==> config.mk <==
export PLATFORM = sky130hd
export DESIGN_NAME = remote_setpoint
export DESIGN_NICKNAME = d
export VERILOG_FILES = /design/src/contact_sync.v /design/src/setpoint_nvstore.v /design/src/remote_setpoint.v
export VERILOG_INCLUDE_DIRS = /design/src /design/src/src
export SDC_FILE = /design/constraint.sdc
export NUM_CORES = 1
export LEC_CHECK = 0
export ABC_CLOCK_PERIOD_IN_PS = 20600
export BUFFER_PORTS_ARGS = -buffer_cell sky130_fd_sc_hd__buf_2
export CAP_MARGIN = 20
export CORE_UTILIZATION = 42
export CTS_CLUSTER_SIZE = 20
export DETAILED_ROUTE_END_ITERATION = 10
export PLACE_DENSITY_LB_ADDON = 0.05
export SLEW_MARGIN = 20
export SYNTH_ARGS = -nofsm -noshare
export SYNTH_HDL_FRONTEND = slang
export SYNTH_SLANG_ARGS = --single-unit
==> constraint.sdc <==
create_clock -name MCLK_I -period 20.6 [get_ports MCLK_I]
set_clock_uncertainty 0.05 [all_clocks]
set_input_delay 2.06 -clock MCLK_I [delete_from_list [all_inputs] [get_ports MCLK_I]]
set_output_delay 2.06 -clock MCLK_I [all_outputs]
set_load 0.02 [all_outputs]
==> src/remote_setpoint_map.vh <==
// Purpose: Offsets, field positions, reset values and timing counts of the remote set-point block.
// Assumes: 200 MHz system clock; frequencies in 0.01 Hz units; ramp times in 0.1 s units.
// Notes: Definitions only.
`ifndef REMOTE_SETPOINT_MAP_VH
`define REMOTE_SETPOINT_MAP_VH

// ------------------------------------------------------------
// Register byte offsets
// ------------------------------------------------------------
`define OFS_SELECTOR 8'h00
`define OFS_EXT_ACCESS 8'h04
`define OFS_MODE 8'h08
`define OFS_MAX 8'h0c
`define OFS_RAMP1 8'h10
`define OFS_RAMP2 8'h14
`define OFS_REF 8'h18
`define OFS_STATUS 8'h1c
`define OFS_SETFREQ 8'h20
`define OFS_SAVED 8'h24

// ------------------------------------------------------------
// Field positions and codes
// ------------------------------------------------------------
`define MODE_OP_MSB 2
`define MODE_ANALOG_BIT 4
`define MODE_HSMAX_BIT 5
`define SEL_MULTI 2'h0
`define SEL_SAVE 2'h1
`define SEL_NOSAVE 2'h2
`define SEL_STOPCLR 2'h3
`define OP_EXT 3'h0
`define OP_PANEL 3'h1
`define OP_COMBINED 3'h3
`define OP_EXT4 3'h4
`define OP_NETWORK 3'h6
`define DEC_SAME_AS_ACC 16'h270f
`define NV_WORD_SETPOINT 1'b0
`define NV_WORD_SELECTOR 1'b1

// ------------------------------------------------------------
// Reset values
// ------------------------------------------------------------
`define RST_MAX_NORMAL 16'h2ee0
`define RST_MAX_HIGH 16'h2ee0
`define RST_ACC 16'h0032
`define RST_DEC 16'h0032
`define RST_REF 16'h1388

// ------------------------------------------------------------
// Timing
// ------------------------------------------------------------
`define CLK_PERIOD_NS 5
`define TICK_TIME_US 1000
`define SAVE_PERIOD_MS 60000
`define RAMP_UNIT_MS 100
`define TICK_CYCLES (`TICK_TIME_US * 1000 / `CLK_PERIOD_NS)
`define MINUTE_TICKS (`SAVE_PERIOD_MS * 1000 / `TICK_TIME_US)
`define RAMP_UNIT_TICKS (`RAMP_UNIT_MS * 1000 / `TICK_TIME_US)

`endif

==> src/contact_sync.v <==
// Purpose: Two-stage synchroniser for the contact inputs.
// Assumes: Inputs are slow levels from switches or a PLC.
// Notes: The first stage feeds only the second stage.
module contact_sync #(
  parameter W = 6
) (
  input wire clk_i,
  input wire rst_i,
  input wire [W-1:0] d_i,
  output reg [W-1:0] q_o
);
  reg [W-1:0] meta_reg;

  always @(posedge clk_i) begin
    if (rst_i) begin
      meta_reg <= {W{1'b0}};
      q_o <= {W{1'b0}};
    end else begin
      meta_reg <= d_i;
      q_o <= meta_reg;
    end
  end
endmodule

==> src/setpoint_nvstore.v <==
// Purpose: Two-word nonvolatile store for the saved set-point and the selector.
// Assumes: Contents survive the system reset, as a real nonvolatile part would.
// Notes: Registered read data; erase_i is a factory wipe of both words.
module setpoint_nvstore (
  input wire clk_i,
  input wire erase_i,
  input wire wr_i,
  input wire waddr_i,
  input wire [15:0] wdata_i,
  input wire raddr_i,
  output reg [15:0] rdata_o
);
  reg [15:0] word0_reg;
  reg [15:0] word1_reg;

  // No system reset here: keeping the words across reset is the whole point.
  always @(posedge clk_i) begin
    if (erase_i) begin
      word0_reg <= 16'h0000;
      word1_reg <= 16'h0000;
    end else if (wr_i) begin
      if (waddr_i) begin
        word1_reg <= wdata_i;
      end else begin
        word0_reg <= wdata_i;
      end
    end
    rdata_o <= raddr_i ? word1_reg : word0_reg;
  end
endmodule

==> src/remote_setpoint.v <==
// Purpose: Digital motor potentiometer: contacts ramp a remote offset added to the base speed command.
// Assumes: Avalon-MM slave with one wait state; contacts are asynchronous; commands share MCLK_I.
// Notes: Operation
// Operation
// - Selector 1-3 makes contacts up, down, clear; 0 keeps multi-speed meaning.
// - Selector 3 never saves and zeroes the offset while both starts are off.
// - Only selector 1 saves; after power return the saved value is resumed.
// - Save on start release, and every minute after up/down last changed.
// - Periodic save writes only when the offset differs from the stored one.
// - The clear contact plays no part in the save decision.
// - Clear zeroes the working offset only, never the stored value.
// - Offset is held between zero and the active maximum frequency.
// - Set frequency is the base command plus the offset.
// - With second-ramp off, use second times unless first times are longer.
// - With second-ramp on, use the second times regardless.
// - Selectors 1 and 2 let up/down change the offset while stopped.
// - Base command follows the operation mode: external, combined or panel.
// - Jog or process loop control disables the remote function.
// - The remote function also works in network mode.
// - Power return within a minute of a clear resumes the previous saved value; the code stores the clear at the next periodic save, which can come sooner.
// - Power return after that minute resumes the cleared value.
// - In selector 1 an active start at power return restarts at the saved value.
// - Selector writes are accepted only while extended access is zero.
// - Second deceleration of 9999 means use the second acceleration time.
//
// Our own choices: register access over Avalon-MM and the register addresses.
`include "remote_setpoint_map.vh"

module remote_setpoint #(
  parameter TICK_CYCLES = `TICK_CYCLES,
  parameter MINUTE_TICKS = `MINUTE_TICKS
) (
  // Clock and reset
  input wire MCLK_I,
  input wire RST_I,
  // Avalon-MM slave
  input wire [7:0] AVS_ADDRESS_I,
  input wire AVS_READ_I,
  input wire AVS_WRITE_I,
  input wire [3:0] AVS_BYTEENABLE_I,
  input wire [31:0] AVS_WRITEDATA_I,
  output reg [31:0] AVS_READDATA_O,
  output reg AVS_WAITREQUEST_O,
  // Contacts from switches or a PLC
  input wire RAMP_UP_INPUT_I,
  input wire RAMP_DOWN_INPUT_I,
  input wire SETPOINT_CLEAR_INPUT_I,
  input wire FORWARD_START_INPUT_I,
  input wire REVERSE_START_INPUT_I,
  input wire SECOND_RAMP_SELECT_I,
  // Drive state and base commands
  input wire JOG_ACTIVE_I,
  input wire PROCESS_LOOP_ACTIVE_I,
  input wire [15:0] EXT_CMD_I,
  input wire [15:0] PANEL_CMD_I,
  input wire [15:0] ANALOG_CMD_I,
  input wire NV_ERASE_I,
  // Results
  output reg [16:0] SET_FREQ_O,
  output reg [2:0] MULTI_SPEED_O,
  output reg RUN_O
);

  // ------------------------------------------------------------
  // Functions
  // ------------------------------------------------------------
  function [15:0] max16;
    input [15:0] a;
    input [15:0] b;
    begin
      max16 = (a > b) ? a : b;
    end
  endfunction

  function [31:0] ramp_ticks;
    input [15:0] t;
    begin
      ramp_ticks = {16'h0000, ((t == 16'h0000) ? 16'h0001 : t)} * `RAMP_UNIT_TICKS;
    end
  endfunction

  function [31:0] merge;
    input [31:0] old;
    input [31:0] din;
    input [3:0] be;
    integer i;
    begin
      merge = old;
      for (i = 0; i < 4; i = i + 1) begin
        if (be[i]) begin
          merge[8*i +: 8] = din[8*i +: 8];
        end
      end
    end
  endfunction

  // ------------------------------------------------------------
  // Contact synchronisers and nonvolatile store
  // ------------------------------------------------------------
  wire [5:0] contacts;
  wire up = contacts[0];
  wire down = contacts[1];
  wire clr = contacts[2];
  wire fwd = contacts[3];
  wire rev = contacts[4];
  wire rt = contacts[5];

  contact_sync #(.W(6)) u_sync (
    .clk_i(MCLK_I),
    .rst_i(RST_I),
    .d_i({SECOND_RAMP_SELECT_I, REVERSE_START_INPUT_I, FORWARD_START_INPUT_I,
          SETPOINT_CLEAR_INPUT_I, RAMP_DOWN_INPUT_I, RAMP_UP_INPUT_I}),
    .q_o(contacts)
  );

  localparam ST_RD_SEL = 2'h0;
  localparam ST_RD_SP = 2'h1;
  localparam ST_LOAD = 2'h2;
  localparam ST_RUN = 2'h3;

  reg [1:0] state_reg;
  reg nv_wr;
  reg nv_waddr;
  reg [15:0] nv_wdata;
  wire [15:0] nv_rdata;

  setpoint_nvstore u_nv (
    .clk_i(MCLK_I),
    .erase_i(NV_ERASE_I),
    .wr_i(nv_wr),
    .waddr_i(nv_waddr),
    .wdata_i(nv_wdata),
    .raddr_i(state_reg == ST_RD_SEL),
    .rdata_o(nv_rdata)
  );

  // ------------------------------------------------------------
  // Registers
  // ------------------------------------------------------------
  reg [1:0] sel_reg;
  reg [7:0] access_reg;
  reg [5:0] mode_reg;
  reg [31:0] max_reg;
  reg [31:0] ramp1_reg;
  reg [31:0] ramp2_reg;
  reg [15:0] ref_reg;
  reg [15:0] offset_reg;
  reg [15:0] saved_reg;
  reg [15:0] wcount_reg;
  reg [31:0] acc_reg;
  reg [31:0] tick_cnt_reg;
  reg [31:0] min_cnt_reg;
  reg [1:0] ud_prev_reg;
  reg start_prev_reg;
  reg save_pend_reg;

  wire start_any = fwd | rev;
  wire running = (state_reg == ST_RUN);
  wire tick = (tick_cnt_reg == TICK_CYCLES - 1);
  wire remote_on = (sel_reg != `SEL_MULTI) && !JOG_ACTIVE_I && !PROCESS_LOOP_ACTIVE_I;
  wire [2:0] op = mode_reg[`MODE_OP_MSB:0];

  // ------------------------------------------------------------
  // Bus slave: one wait state, writes land at the edge that sees waitrequest low
  // ------------------------------------------------------------
  wire req = AVS_READ_I | AVS_WRITE_I;
  wire bus_wr = AVS_WRITE_I && !AVS_WAITREQUEST_O;
  wire [31:0] wd = AVS_WRITEDATA_I;
  wire [3:0] be = AVS_BYTEENABLE_I;
  wire sel_wr = bus_wr && (AVS_ADDRESS_I == `OFS_SELECTOR) && (access_reg == 8'h00) && be[0];
  wire [31:0] sel_merged = merge({30'h0, sel_reg}, wd, be);

  reg [31:0] rdata;
  wire [31:0] wmerge = merge(rdata, wd, be);
  always @* begin
    case (AVS_ADDRESS_I)
      `OFS_SELECTOR: rdata = {30'h0, sel_reg};
      `OFS_EXT_ACCESS: rdata = {24'h0, access_reg};
      `OFS_MODE: rdata = {26'h0, mode_reg};
      `OFS_MAX: rdata = max_reg;
      `OFS_RAMP1: rdata = ramp1_reg;
      `OFS_RAMP2: rdata = ramp2_reg;
      `OFS_REF: rdata = {16'h0, ref_reg};
      `OFS_STATUS: rdata = {13'h0, save_pend_reg, running, remote_on, offset_reg};
      `OFS_SETFREQ: rdata = {15'h0, SET_FREQ_O};
      `OFS_SAVED: rdata = {wcount_reg, saved_reg};
      default: rdata = 32'h0000_0000;
    endcase
  end

  always @(posedge MCLK_I) begin
    if (RST_I) begin
      AVS_WAITREQUEST_O <= 1'b1;
      AVS_READDATA_O <= 32'h0000_0000;
    end else begin
      AVS_WAITREQUEST_O <= !(req && AVS_WAITREQUEST_O && running);
      AVS_READDATA_O <= (AVS_READ_I && AVS_WAITREQUEST_O) ? rdata : AVS_READDATA_O;
    end
  end

  always @(posedge MCLK_I) begin
    if (RST_I) begin
      access_reg <= 8'h00;
      mode_reg <= 6'h00;
      max_reg <= {`RST_MAX_HIGH, `RST_MAX_NORMAL};
      ramp1_reg <= {`RST_DEC, `RST_ACC};
      ramp2_reg <= {`DEC_SAME_AS_ACC, `RST_ACC};
      ref_reg <= `RST_REF;
    end else if (bus_wr) begin
      case (AVS_ADDRESS_I)
        `OFS_EXT_ACCESS: access_reg <= wmerge[7:0];
        `OFS_MODE: mode_reg <= wmerge[5:0];
        `OFS_MAX: max_reg <= wmerge;
        `OFS_RAMP1: ramp1_reg <= wmerge;
        `OFS_RAMP2: ramp2_reg <= wmerge;
        `OFS_REF: ref_reg <= wmerge[15:0];
        default: ref_reg <= ref_reg;
      endcase
    end
  end

  // ------------------------------------------------------------
  // Ramp rate, limit and base command
  // ------------------------------------------------------------
  wire [15:0] dec2_eff = (ramp2_reg[31:16] == `DEC_SAME_AS_ACC) ? ramp2_reg[15:0] : ramp2_reg[31:16];
  wire [15:0] acc_time = rt ? ramp2_reg[15:0] : max16(ramp1_reg[15:0], ramp2_reg[15:0]);
  wire [15:0] dec_time = rt ? dec2_eff : max16(ramp1_reg[31:16], dec2_eff);
  wire [15:0] max_f = mode_reg[`MODE_HSMAX_BIT] ? max_reg[31:16] : max_reg[15:0];
  wire dir_up = up && !down;
  wire dir_dn = down && !up;
  wire [31:0] step_len = ramp_ticks(dir_up ? acc_time : dec_time);
  wire can_step = (dir_up && offset_reg < max_f) || (dir_dn && offset_reg != 16'h0000);
  wire step = remote_on && can_step && (acc_reg >= step_len);

  reg [15:0] base;
  always @* begin
    case (op)
      `OP_EXT, `OP_EXT4, `OP_NETWORK: base = EXT_CMD_I;
      `OP_COMBINED: base = mode_reg[`MODE_ANALOG_BIT] ? ANALOG_CMD_I : PANEL_CMD_I;
      `OP_PANEL: base = PANEL_CMD_I;
      default: base = EXT_CMD_I;
    endcase
  end

  // ------------------------------------------------------------
  // Save request and nonvolatile write port
  // ------------------------------------------------------------
  wire ud_changed = (ud_prev_reg != {down, up});
  wire minute_hit = tick && (min_cnt_reg == MINUTE_TICKS - 1);
  wire start_fall = start_prev_reg && !start_any;
  wire save_trig = (sel_reg == `SEL_SAVE) && (start_fall || minute_hit);
  wire save_go = save_pend_reg && !sel_wr && running;

  always @* begin
    nv_wr = 1'b0;
    nv_waddr = `NV_WORD_SETPOINT;
    nv_wdata = offset_reg;
    if (sel_wr) begin
      nv_wr = 1'b1;
      nv_waddr = `NV_WORD_SELECTOR;
      nv_wdata = {14'h0, sel_merged[1:0]};
    end else if (save_go && (offset_reg != saved_reg)) begin
      nv_wr = 1'b1;
    end
  end

  // ------------------------------------------------------------
  // Restore sequence, timers and offset
  // ------------------------------------------------------------
  always @(posedge MCLK_I) begin
    if (RST_I) begin
      state_reg <= ST_RD_SEL;
      sel_reg <= `SEL_MULTI;
      offset_reg <= 16'h0000;
      saved_reg <= 16'h0000;
      wcount_reg <= 16'h0000;
      acc_reg <= 32'h0000_0000;
      tick_cnt_reg <= 32'h0000_0000;
      min_cnt_reg <= 32'h0000_0000;
      ud_prev_reg <= 2'h0;
      start_prev_reg <= 1'b0;
      save_pend_reg <= 1'b0;
    end else begin
      case (state_reg)
        ST_RD_SEL: state_reg <= ST_RD_SP;
        ST_RD_SP: begin
          // The registered read port shows the selector word one cycle after it was addressed.
          sel_reg <= nv_rdata[1:0];
          state_reg <= ST_LOAD;
        end
        ST_LOAD: state_reg <= ST_RUN;
        ST_RUN: begin
          if (sel_reg == `SEL_SAVE && saved_reg != 16'h0000 && offset_reg == 16'h0000 && acc_reg == 32'h0) begin
            state_reg <= ST_RUN;
          end
        end
        default: state_reg <= ST_RD_SEL;
      endcase
      if (state_reg == ST_LOAD) begin
        // Word 0 stands on the read port now; a power return resumes it only in the saving mode.
        saved_reg <= nv_rdata;
        offset_reg <= (sel_reg == `SEL_SAVE) ? nv_rdata : 16'h0000;
      end
      if (running) begin
        if (sel_wr) begin
          sel_reg <= sel_merged[1:0];
        end
        tick_cnt_reg <= tick ? 32'h0000_0000 : tick_cnt_reg + 32'h0000_0001;
        ud_prev_reg <= {down, up};
        start_prev_reg <= start_any;
        if (ud_changed) begin
          min_cnt_reg <= 32'h0000_0000;
        end else if (tick) begin
          min_cnt_reg <= minute_hit ? 32'h0000_0000 : min_cnt_reg + 32'h0000_0001;
        end
        // A new trigger wins over the one being served in the same cycle.
        if (save_trig) begin
          save_pend_reg <= 1'b1;
        end else if (save_go) begin
          save_pend_reg <= 1'b0;
        end
        if (save_go && offset_reg != saved_reg) begin
          saved_reg <= offset_reg;
          wcount_reg <= wcount_reg + 16'h0001;
        end
        // Step accumulator: each tick adds the reference, each step removes one ramp length.
        if (!remote_on || !(dir_up || dir_dn)) begin
          acc_reg <= 32'h0000_0000;
        end else begin
          acc_reg <= acc_reg + (tick ? {16'h0, ref_reg} : 32'h0) - (step ? step_len : 32'h0);
        end
        if (remote_on && clr) begin
          offset_reg <= 16'h0000;
        end else if (remote_on && sel_reg == `SEL_STOPCLR && !start_any) begin
          offset_reg <= 16'h0000;
        end else if (offset_reg > max_f) begin
          offset_reg <= max_f;
        end else if (step) begin
          offset_reg <= dir_up ? offset_reg + 16'h0001 : offset_reg - 16'h0001;
        end
      end
    end
  end

  // ------------------------------------------------------------
  // Outputs
  // ------------------------------------------------------------
  always @(posedge MCLK_I) begin
    if (RST_I) begin
      SET_FREQ_O <= 17'h0_0000;
      MULTI_SPEED_O <= 3'h0;
      RUN_O <= 1'b0;
    end else begin
      SET_FREQ_O <= {1'b0, base} + (remote_on ? {1'b0, offset_reg} : 17'h0_0000);
      MULTI_SPEED_O <= (sel_reg == `SEL_MULTI) ? {clr, down, up} : 3'h0;
      RUN_O <= running && start_any;
    end
  end

endmodule

==> results.tsv <==
metric	value	unit
startpoint kind of the worst setup timing path	flop	
Via-to-Cell Ratio	5.754	
total setup buffers inserted after CTS	0	
diode insertion count for antenna repair	0	
Max Buffers Root-to-Sink	3	
via count of the first global-routing pass	21580	
I/O pin count	159	
Total Nets Final	3454	
share of layout cells above drive strength 1	11.57	%
most used routing layer	met2	
largest net degree at the start of global routing	99	
slowest cell on the critical path	o41ai_2	
count of state elements after synthesis	392	
worst setup path class	reg2reg	
classification of the worst-slack hold path	reg2reg	
failing checks	DRC	
proportion of netlist area held by the largest area contributor	32.12	%
area added between synthesis and finish	13.36	%
fillers	5699	
area of the die	59130	um^2
slew at the pin closest to its max-slew limit	1.137	ns
power per cell area	64.48	nW/um^2
routed len/inst	21.80	um
Sink Count	392	
detailed-route DRC error count	1	
number of standard cells in the final layout excluding fillers	3927	
root buffer cell	clkbuf_16	
Leakage Power	11.68	nW
Achievable Freq	75.86	MHz
leading register cell type out of synthesis	dfxtp_1	
CP endpoint kind	flop	
Placeable Area	57590	um^2
data arrival time at the worst-slack endpoint	13.61	ns
count of input and output buffers	158	
maximum fanout encountered on the critical timing path	20	
required time reported for the critical path endpoint	21.03	ns
FP Rows	88	
Worst-path clk slew	0.06	ns
number of enable-type register cells in the synthesized netlist	0	
first-pass detailed-route iteration total	9	
max_cap viols	0	
setup TNS	0	ns
wire length of the first global-routing pass	130400	um
DIE HEIGHT	243.2	um
Worst-Skew Late Latency	0.60	ns
GR met3 Demand/Resource	4.323	%
clock tree from TritonCTS	built	
Synth Warn #	0	
met2 layer usage reported by global route	45.45	%
met1 usage	39.61	%
final period utilization	63.99	%
cts repair resizes	0	
sequential fraction of the synthesis area	32.12	%
Synth Net Count	3358	
final critical path time including I/O delays and setup	13.18	ns
slew margin rel.	23.19	%
HPWL after detailed placement	64400	um
final-report setup violation count	0	
global route total overflow	0	
via count of the routed design	22600	
Die Span X	243.2	um
utilization after layout	48.09	%
post-synth top area cell	dfxtp_1	
Max rail drop VDD	0.00006081	V
status	finished, violations left	
number of antenna violations at the first check in global routing	1	
RSZ-0062 raised after global routing	false	
level count of the clock H-tree	2	
Cell Area, Synth	24430	um^2
RD Place Congestion	0.9148	
Placed Instances	3843	
cts bufs inserted	47	
drt initial violations	1970	
Antenna Nets Post-Route	0	
Critical Path Max Stage Delay	0.85	ns
fraction of synthesis flops using an asynchronous set or reset pin	0	%
number of slew-limit violations in the final report	0	
Syn Inst Count	3031	
global-route usage over all layers	28.45	%
Crit path top cell by count	ha_1	
overall routed net length	85600	um
starting density of the core	42.42	%
count of endpoints failing hold in the final timing report	0	
ranking of synthesized cells by area	dfxtp_1, ha_1, nor2_1	
number of distinct library cells after synthesis	80	
mean cell area of the mapped netlist	8.060	um^2
CTS Hold Bufs	0	
-- worst paths after layout --
kind,endpoint,from,cells after the start,slack [ns]
worst max-delay path,acc_reg[28]$_SDFFE_PP0P_,ramp2_reg[22]$_SDFFE_PP0P_,46,7.42
worst min-delay path,u_sync.q_o[2]$_SDFF_PP0_,u_sync.meta_reg[2]$_SDFF_PP0_,1,0.39
worst max register to register,acc_reg[28]$_SDFFE_PP0P_,ramp2_reg[22]$_SDFFE_PP0P_,46,7.42
worst min register to register,u_sync.q_o[2]$_SDFF_PP0_,u_sync.meta_reg[2]$_SDFF_PP0_,1,0.39
-- final cells by class --
type,count,area [um^2],share of cell area [%]
clock buffer,60,1305,4.712
clock inverter,24,350.3,1.265
inverter,170,638.1,2.304
multi-input combinational,2313,15460,55.82
sequential,392,7848,28.34
tap,765,957.2,3.456
timing repair buffer,203,1137,4.107
-- per-stage QoR --
step	power [mW]	setup slack (ns)	cell area, um^2	hold slack, ns
after CTS	1.801	7.317	27690	0.3963
after global routing	1.845	6.343	27690	0.4103
after detailed placement	0.8993	7.354	26040	0.3810
after global placement	0.8982	7.609	26030	0.3758
final	1.786	7.417	27690	0.3901
after floorplan	0.8548	9.370	24430	0.3638
-- report_power, final --
group	internal (mW)	switching, mW	total (mW)
clock network	0.549	0.353	0.902
registers	0.766	0.00697	0.773
logic	0.0378	0.0729	0.111
total	1.35	0.433	1.79
-- synth_stat cells, types with 29 or more instances --
master	instances
o21ai_0	91
mux2_2	43
mux2i_1	102
a21oi_1	210
nor2_1	457
clkbuf_1	144
a31oi_1	34
dfxtp_1	392
nand2_1	274
and3_1	31
xor2_1	66
nor2b_1	29
inv_1	169
ha_1	195
nand4_1	36
a211o_1	29
a21o_1	34
nand3_1	61
xnor2_1	75
a22oi_1	97
nor3_1	65
and2_1	48
-- per-layer routing --
metal | vias up | wire length, um
met4 | 0 | 2239
met1 | 10840 | 39210
met2 | 784 | 38330
li1 | 10860 | -
met5 | - | 0
met3 | 119 | 5821
-- cell usage in the layout, fill, tap and decap left out, types with 47 or more instances in the layout --
| cell type | synthesis | layout |
|---|---|---|
| buf_2 | 2 | 157 |
| nand2_1 | 274 | 274 |
| nand3_1 | 61 | 61 |
| inv_1 | 169 | 169 |
| mux2i_1 | 102 | 102 |
| a22oi_1 | 97 | 97 |
| ha_1 | 195 | 195 |
| clkbuf_16 | 0 | 47 |
| nor3_1 | 65 | 61 |
| nor2_1 | 457 | 454 |
| xnor2_1 | 75 | 75 |
| and2_1 | 48 | 48 |
| xor2_1 | 66 | 66 |
| dfxtp_1 | 392 | 392 |
| o21ai_0 | 91 | 91 |
| a21oi_1 | 210 | 210 |
-- critical path: cells and delay by family (launching register included) --
| family | cells | cell delay (ns) |
|---|---|---|
| compound gates | 21 | 6.09 |
| simple gates | 12 | 3.10 |
| buf+inv | 5 | 0.87 |
| fa+ha+maj | 7 | 2.47 |
| xor+xnor | 1 | 0.16 |
| flops | 1 | 0.34 |
-- kinds of logic (layout without fill, tap and decap cells) --
logic type	Yosys count	count (layout)	share of synthesized area, %
and+or+nand+nor	1138	1138	21.55
AOI/OAI and AO/OA	665	665	17.77
DFF	392	392	32.12
buffers and inverters	326	457	5.019
adders and majority gates	222	222	12.20
muxes	147	147	6.279
xor gates and xnor gates	141	141	5.055
Power figures use the tool's default switching activity.
